<file path="src/verilog/pwr_seq_defines.vh">
// Constants for the power-down sequencer
`ifndef PWR_SEQ_DEFINES_VH
`define PWR_SEQ_DEFINES_VH
`define PD_PORTA_W 8
`define PD_INT_W 8
`define PD_SST_CYCLES 11'h400
`define PD_SST_W 11
`define PD_MODE_RUN 5'h01
`define PD_MODE_SLP0 5'h02
`define PD_MODE_SLP1 5'h04
`define PD_MODE_IDL0 5'h08
`define PD_MODE_IDL1 5'h10
`endif

</file>
<file path="src/verilog/startup_timer.v">
// Shared oscillator startup counter, fast crystal first then slow crystal
`timescale 1ns/1ps
`default_nettype none
`include "pwr_seq_defines.vh"
module startup_timer (
    input wire i_ref_clk,
    input wire i_srst,
    input wire i_ce,
    input wire i_fast_tick,
    input wire i_slow_tick,
    input wire i_fast_start,
    input wire i_slow_start,
    output reg o_fast_ready,
    output reg o_slow_ready
);
    reg [`PD_SST_W-1:0] cnt_r;
    reg fast_pend_r;
    reg slow_pend_r;
    wire busy_fast = fast_pend_r & ~o_fast_ready;
    // One counter only: the slow crystal waits its turn until the fast one is stable
    wire busy_slow = slow_pend_r & ~o_slow_ready & ~busy_fast; // RULE20
    always @(posedge i_ref_clk) begin
        if (i_srst) begin
            cnt_r <= {`PD_SST_W{1'b0}};
            fast_pend_r <= 1'b0;
            slow_pend_r <= 1'b0;
            o_fast_ready <= 1'b0;
            o_slow_ready <= 1'b0;
        end else if (i_ce) begin
            if (i_fast_start) begin
                fast_pend_r <= 1'b1;
                o_fast_ready <= 1'b0;
                cnt_r <= {`PD_SST_W{1'b0}};
            end else if (busy_fast) begin
                if (i_fast_tick) begin
                    if (cnt_r == `PD_SST_CYCLES - 11'h001) begin
                        o_fast_ready <= 1'b1;
                        fast_pend_r <= 1'b0;
                        cnt_r <= {`PD_SST_W{1'b0}};
                    end else begin
                        cnt_r <= cnt_r + 11'h001;
                    end
                end
            end else if (busy_slow) begin
                if (i_slow_tick) begin
                    if (cnt_r == `PD_SST_CYCLES - 11'h001) begin
                        o_slow_ready <= 1'b1;
                        slow_pend_r <= 1'b0;
                        cnt_r <= {`PD_SST_W{1'b0}};
                    end else begin
                        cnt_r <= cnt_r + 11'h001;
                    end
                end
            end
            if (i_slow_start) begin
                slow_pend_r <= 1'b1;
                o_slow_ready <= 1'b0;
            end
        end
    end
endmodule
`default_nettype wire

</file>
<file path="src/verilog/power_down_mode_and_wakeup.v">
// Power-down mode selection, clock gating and wake-up sequencing
`timescale 1ns/1ps
`default_nettype none
`include "pwr_seq_defines.vh"
// Operation
// RULE1: Halt, idle off, no watchdog/detector: sleep_all_off
// RULE2: sleep_all_off stops system, watchdog, time-base clocks
// RULE3: sleep_all_off clears and holds watchdog stopped
// RULE4: Halt, idle off, watchdog/detector on: sleep_sub_on
// RULE5: sleep_sub_on keeps sub clock; watchdog cleared, runs (code runs it only when i_wdt_src_sub is set)
// RULE6: Halt, idle on, sysclk off: idle_sub_only
// RULE7: idle_sub_only stops system clock only
// RULE8: idle_sub_only: sub watchdog runs, system watchdog stops
// RULE9: Halt, idle on, sysclk on: idle_sysclk_on
// RULE10: idle_sysclk_on: watchdog cleared then keeps counting
// RULE11: Memory, registers and ports retained while down
// RULE12: Entry sets power-down flag, clears timeout flag
// RULE13: Wake on reset, port edge, interrupt, overflow
// RULE14: Overflow wake sets timeout, resets PC/SP only
// RULE15: Power-down flag cleared by reset or clear-watchdog
// RULE16: Enabled Port A falling edge wakes, resume next
// RULE17: Disabled/stack-full interrupt resumes next, stays pending
// RULE18: Enabled interrupt with stack room: normal response
// RULE19: Interrupt flagged before entry cannot wake
// RULE20: Crystals share startup timer, slow after fast
// RULE21: Wake from sleep_all_off runs after fast ready
// RULE22: Fast wake from sleep_sub_on may use sub clock
// RULE23: Fast wake runs sub clock for 1024 cycles
module power_down_mode_and_wakeup (
    input wire i_ref_clk,
    input wire i_srst,
    input wire i_ce,
    input wire i_halt_exec,
    input wire i_clr_wdt_exec,
    input wire i_idle_select,
    input wire i_sysclk_in_idle,
    input wire i_fast_wake_enable,
    input wire i_sys_is_fast_crystal,
    input wire i_wdt_enabled,
    input wire i_wdt_src_sub,
    input wire i_lvd_enabled,
    input wire i_wdt_overflow,
    input wire [`PD_PORTA_W-1:0] i_porta,
    input wire [`PD_PORTA_W-1:0] i_porta_wake_enable,
    input wire [`PD_INT_W-1:0] i_int_req,
    input wire [`PD_INT_W-1:0] i_int_enable,
    input wire i_stack_full,
    input wire i_fast_tick,
    input wire i_slow_tick,
    input wire i_slow_xtal_used,
    output reg [4:0] o_mode,
    output reg o_sysclk_en,
    output reg o_timebase_clk_en,
    output reg o_sub_clk_en,
    output reg o_wdt_clk_en,
    output reg o_wdt_clear,
    output reg o_power_down_flag,
    output reg o_watchdog_timeout_flag,
    output reg o_cpu_run,
    output reg o_sys_on_sub_clk,
    output reg o_high_osc_ready,
    output wire o_slow_osc_ready,
    output reg o_pc_sp_reset,
    output reg o_int_service,
    output reg [`PD_INT_W-1:0] o_int_pending,
    output reg o_resume_next
);
    localparam [2:0] WK_IDLE = 3'h1;
    localparam [2:0] WK_SST = 3'h2;
    localparam [2:0] WK_FAST = 3'h4;

    reg [2:0] wk_r;
    reg [`PD_PORTA_W-1:0] porta_q_r;
    reg [`PD_INT_W-1:0] int_mask_r;
    reg fast_start_r;
    reg slow_start_r;
    wire fast_ready;
    wire down = (o_mode != `PD_MODE_RUN);
    wire [`PD_PORTA_W-1:0] pa_fall = porta_q_r & ~i_porta & i_porta_wake_enable; // RULE16
    // Interrupts already set at entry are masked out of the wake sources
    wire [`PD_INT_W-1:0] int_wake = i_int_req & ~int_mask_r; // RULE19
    wire int_hit = |int_wake;
    wire serve = int_hit & (|(int_wake & i_int_enable)) & ~i_stack_full;
    wire wake_any = (|pa_fall) | int_hit | i_wdt_overflow; // RULE13
    reg [4:0] mode_nxt;

    always @* begin
        mode_nxt = `PD_MODE_SLP0;
        if (i_idle_select) begin
            mode_nxt = i_sysclk_in_idle ? `PD_MODE_IDL1 : `PD_MODE_IDL0; // RULE6 RULE9
        end else if (i_wdt_enabled | i_lvd_enabled) begin
            mode_nxt = `PD_MODE_SLP1; // RULE4
        end else begin
            mode_nxt = `PD_MODE_SLP0; // RULE1
        end
    end

    startup_timer u_sst (
        .i_ref_clk(i_ref_clk),
        .i_srst(i_srst),
        .i_ce(i_ce),
        .i_fast_tick(i_fast_tick),
        .i_slow_tick(i_slow_tick),
        .i_fast_start(fast_start_r),
        .i_slow_start(slow_start_r),
        .o_fast_ready(fast_ready),
        .o_slow_ready(o_slow_osc_ready)
    );

    // Clock gating follows the mode; state elsewhere is simply not touched, so it is kept
    always @* begin
        o_sysclk_en = 1'b1;
        o_timebase_clk_en = 1'b1;
        o_sub_clk_en = 1'b1;
        o_wdt_clk_en = i_wdt_enabled;
        case (o_mode)
            `PD_MODE_SLP0: begin
                o_sysclk_en = 1'b0; // RULE2
                o_timebase_clk_en = 1'b0;
                o_sub_clk_en = 1'b0;
                o_wdt_clk_en = 1'b0; // RULE3
            end
            `PD_MODE_SLP1: begin
                o_sysclk_en = 1'b0; // RULE5
                o_timebase_clk_en = 1'b0;
                o_wdt_clk_en = i_wdt_enabled & i_wdt_src_sub;
            end
            `PD_MODE_IDL0: begin
                o_sysclk_en = 1'b0; // RULE7
                o_wdt_clk_en = i_wdt_enabled & i_wdt_src_sub; // RULE8
            end
            `PD_MODE_IDL1: begin
                o_wdt_clk_en = i_wdt_enabled; // RULE10
            end
            default: begin
                o_sysclk_en = 1'b1;
            end
        endcase
    end

    always @(posedge i_ref_clk) begin
        if (i_srst) begin
            // External reset is the full system reset, also when it wakes the device
            o_mode <= `PD_MODE_RUN; // RULE14
            wk_r <= WK_IDLE;
            porta_q_r <= {`PD_PORTA_W{1'b1}};
            int_mask_r <= {`PD_INT_W{1'b0}};
            fast_start_r <= 1'b0;
            slow_start_r <= 1'b0;
            o_wdt_clear <= 1'b0;
            o_power_down_flag <= 1'b0; // RULE15
            o_watchdog_timeout_flag <= 1'b0;
            o_cpu_run <= 1'b1;
            o_sys_on_sub_clk <= 1'b0;
            o_high_osc_ready <= 1'b1;
            o_pc_sp_reset <= 1'b0;
            o_int_service <= 1'b0;
            o_int_pending <= {`PD_INT_W{1'b0}};
            o_resume_next <= 1'b0;
        end else if (i_ce) begin
            porta_q_r <= i_porta;
            fast_start_r <= 1'b0;
            slow_start_r <= 1'b0;
            o_wdt_clear <= 1'b0;
            o_pc_sp_reset <= 1'b0;
            o_int_service <= 1'b0;
            o_resume_next <= 1'b0;
            // Pending requests drop only when the core withdraws the request; servicing does not clear them
            o_int_pending <= o_int_pending & i_int_req; // RULE17
            if (i_clr_wdt_exec & ~i_halt_exec) begin
                o_power_down_flag <= 1'b0; // RULE15
            end
            if (!down && wk_r == WK_IDLE) begin
                if (i_halt_exec) begin
                    o_mode <= mode_nxt; // RULE11
                    o_cpu_run <= 1'b0;
                    o_wdt_clear <= 1'b1; // RULE3 RULE5 RULE8 RULE10
                    o_power_down_flag <= 1'b1; // RULE12 RULE15
                    o_watchdog_timeout_flag <= 1'b0; // RULE12
                    int_mask_r <= i_int_req; // RULE19
                end
            end else if (down && wake_any) begin
                o_mode <= `PD_MODE_RUN;
                if (i_wdt_overflow) begin
                    o_watchdog_timeout_flag <= 1'b1; // RULE14
                    o_pc_sp_reset <= 1'b1;
                end else if (serve) begin
                    o_int_service <= 1'b1; // RULE18
                end else begin
                    o_resume_next <= 1'b1; // RULE16 RULE17
                    o_int_pending <= o_int_pending | int_wake; // RULE17
                end
                if ((o_mode == `PD_MODE_SLP0 || o_mode == `PD_MODE_SLP1) && i_sys_is_fast_crystal) begin
                    // Fast crystal was off, so it must restart and stabilise
                    o_high_osc_ready <= 1'b0;
                    fast_start_r <= 1'b1;
                    slow_start_r <= (o_mode == `PD_MODE_SLP0) & i_slow_xtal_used; // RULE20
                    if (o_mode == `PD_MODE_SLP1 && i_fast_wake_enable) begin
                        o_sys_on_sub_clk <= 1'b1; // RULE22 RULE23
                        o_cpu_run <= 1'b1;
                        wk_r <= WK_FAST;
                    end else begin
                        wk_r <= WK_SST; // RULE21
                    end
                end else begin
                    o_cpu_run <= 1'b1;
                end
            end else begin
                case (wk_r)
                    WK_SST: begin
                        if (fast_ready && !fast_start_r) begin
                            o_high_osc_ready <= 1'b1; // RULE21
                            o_cpu_run <= 1'b1;
                            wk_r <= WK_IDLE;
                        end
                    end
                    WK_FAST: begin
                        if (fast_ready && !fast_start_r) begin
                            o_high_osc_ready <= 1'b1; // RULE23
                            o_sys_on_sub_clk <= 1'b0;
                            wk_r <= WK_IDLE;
                        end
                    end
                    default: begin
                        wk_r <= WK_IDLE;
                    end
                endcase
            end
        end
    end
endmodule
`default_nettype wire

</file>
<file path="config.mk">
export PLATFORM = sky130hd
export DESIGN_NAME = power_down_mode_and_wakeup
export DESIGN_NICKNAME = d
export VERILOG_FILES = /design/src/verilog/startup_timer.v /design/src/verilog/power_down_mode_and_wakeup.v
export VERILOG_INCLUDE_DIRS = /design/src /design/src/verilog
export SDC_FILE = /design/constraint.sdc
export NUM_CORES = 1
export LEC_CHECK = 0
export BUFFER_PORTS_ARGS = -buffer_cell sky130_fd_sc_hd__clkbuf_2
export CELL_PAD_IN_SITES_DETAIL_PLACEMENT = 1
export CELL_PAD_IN_SITES_GLOBAL_PLACEMENT = 1
export CORE_UTILIZATION = 40
export CTS_CLUSTER_SIZE = 24
export DETAILED_ROUTE_END_ITERATION = 12
export PLACE_DENSITY = 0.79
export SYNTH_ARGS = -nofsm -noshare
export SYNTH_HDL_FRONTEND = slang
export SYNTH_HIERARCHICAL = 1
export SYNTH_SLANG_ARGS = --single-unit
</file>
<file path="constraint.sdc">
create_clock -name i_ref_clk -period 4.3 [get_ports i_ref_clk]
set_input_delay 0 -clock i_ref_clk [delete_from_list [all_inputs] [get_ports i_ref_clk]]
set_output_delay 0 -clock i_ref_clk [all_outputs]
set_load 0.01 [all_outputs]
</file>
==> impl_metrics.json <==
{
  "gp_congestion": 0.794,
  "cts_buffer_depth": 2,
  "ys.flop_type": "dfxtp_1",
  "die_h_um": 87.5,
  "skew_ns": 0.00647,
  "crit_arrival_ns": 2.81,
  "ios": 76,
  "synth_common_cells": "58 x dfxtp_1, 31 x nand2_1, 18 x a21oi_1, 18 x mux2i_1, 17 x nor2_1",
  "cts_sinks": 58,
  "maxSlewHeadroom": 0.488,
  "slew_viol_final": 0,
  "min_period_ns": 2.55,
  "tritoncts": "built",
  "start_util": 0.421,
  "startpoint_type": "primary input",
  "dpl-instance-area_um2": 3340,
  "async_reset_ff_frac": 0,
  "post-route-drc-count": 0,
  "synth-edff-count": 0,
  "routed_wl_um": 8380,
  "fillers": 829,
  "final_nets": 465,
  "end_kind": "flip-flop",
  "synthCells": 321,
  "antenna_found_initial": 0,
  "core_um2": 6940,
  "die_w_um": 87.5,
  "status": "complete, no violations",
  "yosysWarnings": 6,
  "fin_tns_setup_ns": 0,
  "hpwlAfterDp_um": 5740,
  "drive_gt1_frac": 0.260,
  "io_buffers": 75,
  "multiInputGateArea_um2": 1630,
  "seq_area_um2": 1160,
  "avgSynthCellArea_um2": 9.11,
  "synthTopCellsByArea": "dfxtp_1 40%, mux2i_1 6.2%, nand2_1 4.0%",
  "p_leak_uw": 0.00158,
  "min_path_type": "in2reg",
  "cts-htree-levels": 3,
  "vias": 2881,
  "insertedDiodeCount": 0,
  "drtIter0Drc": 57,
  "design_area_um2": 3750,
  "synth_top_cell_by_area": "dfxtp_1",
  "clk_latency_ns": 0.33,
  "stdcell_count": 516,
  "crit_required_ns": 4.57,
  "grt_pass1_vias": 2864,
  "peakVddDrop_uv": 192,
  "grt_pass1_wl_um": 13500,
  "yosysTopAreaCellShare": 0.397,
  "clk_pin_slew_ns": 0.06,
  "gr-total-overflow": 0,
  "timing.fmax_mhz": 393,
  "cts-root-buf": "clkbuf_8",
  "syn_nets": 371,
  "syn2layout_area_growth_pct": 28.3,
  "synth.distinct_cells": 64,
  "p_per_area_nw_per_um2": 359,
  "dp.cells": 479,
  "wl_per_cell_um": 16.2,
  "cts-resized-gates": 0,
  "row_count": 30,
  "hold_violations": 0,
  "ys_seq_area_frac": 0.397,
  "grt_usage": 0.230,
  "criticalPathCategory": "in2reg",
  "fin_crit_sh": 0.592,
  "crit_fanout": 8,
  "grt_max_degree": 33,
  "rsz0062_at_grt": "false",
  "synthesis.area_um2": 2920,
  "dieArea_um2": 7660,
  "cts_buffers": 9,
  "yosysMostFrequentCell": "dfxtp_1",
  "finalSetupViolCount": 0,
  "viasPerCell": 5.58,
  "ant_nets": 0,
  "dr.pass1.iters": 4,
  "maxCapViolCount": 0,
  "synth-seq-cells": 58,
  "tightest_slew_ns": 0.769
}
state kept, by name (all words and copies together), names as in the netlist, 3 cells and up:
| register | cells |
|---|---|
| int_mask_r | 8 |
| porta_q_r | 8 |
| o_mode | 5 |
| u_sst/cnt_r | 11 |
| o_int_pending | 8 |
| wk_r | 3 |
cell families after synthesis:
logic type | Yosys count | share of synthesized area
AOI/OAI and AO/OA | 84 | 0.218
buffers and inverters | 27 | 0.0488
xor gates and xnor gates | 3 | 0.00899
DFF | 58 | 0.397
and+or+nand+nor | 130 | 0.261
muxes | 18 | 0.0616
adders and majority gates | 1 | 0.00428
stage by stage:
stage	setup slack, ns	util	hold WS, ns	total power (µW)
global route	1.63	0.540	0.0268	1410
detailed placement	1.82	0.482	0.234	830
CTS	1.82	0.540	0.00934	1360
floorplan	2.04	-	0.0691	746
finish	1.75	0.540	0.0221	1350
global placement	1.92	0.482	0.228	821
critical path, cell delays in order:
cell	delay, ns
dlygate4sd3_1	0.53
clkbuf_2	0.13
nor2b_1	0.23
nor4_1	0.12
and3_1	0.23
a211o_1	0.35
or4_1	0.68
nor3b_1	0.30
o221a_1	0.24
cell type report:
cell class,count,area share
flip-flops and latches,58,0.309
clock buffers,14,0.0433
clock inverters,2,0.00934
multi-input cells,236,0.434
well taps,96,0.0320
inverters,12,0.0120
repair buffers,98,0.160
power breakdown:
part | switching [µW] | internal [µW] | leakage, µW | total (µW)
clock network | 207 | 299 | 0.000101 | 506
logic | 141 | 117 | 0.00100 | 258
registers | 21.1 | 561 | 0.000471 | 582
total | 368 | 977 | 0.00158 | 1350
path summary, 6_finish.rpt:
kind	slack (ns)	from	cells after the start	to
hold reg to reg	0.48	porta_q_r[7]	2	porta_q_r[7]
setup reg to reg	1.79	int_mask_r[7]	7	o_int_pending[2]
hold / removal	0.02	i_wdt_enabled	4	o_mode[1]
setup / recovery	1.75	i_int_req[7]	9	o_int_pending[2]
routing by layer:
metal / wire length (µm) / global-route usage
met1: 3490 / 0.259
met3: 461 / 0.0711
met5: 0 / 0
met2: 4280 / 0.408
met4: 138 / 0.0864
layout by cell type (no fill, tap or decap), drive strengths merged, types with 2 or more instances in the layout:
| cell | n |
|---|---|
| clkbuf | 89 |
| dfxtp | 58 |
| nand2 | 31 |
| a21oi | 27 |
| dlygate4sd3 | 21 |
| nor2 | 19 |
| mux2i | 18 |
| nor2b | 13 |
| o21ai | 13 |
| inv | 12 |
| nand3 | 10 |
| nand3b | 8 |
| or4 | 8 |
| a22o | 7 |
| or3 | 6 |
| nor3b | 5 |
| o221a | 5 |
| o31ai | 5 |
| nor4 | 5 |
| nand4 | 4 |
| and2 | 4 |
| nor3 | 3 |
| a21boi | 3 |
| o2bb2ai | 3 |
| a22oi | 3 |
| xnor2 | 2 |
| o32ai | 2 |
| nand2b | 2 |
| o22ai | 2 |
| and3 | 2 |
| or4b | 2 |
| a21o | 2 |
| buf | 2 |
| and3b | 2 |
| nor4b | 2 |
| o311ai | 2 |
repair_timing:
| action | CTS | global route |
|---|---|---|
| setup buffers | 0 | 0 |
| endpoints found under the hold margin | 28 | 0 |
| hold buffers | 21 | 0 |
Power figures use the tool's default switching activity.
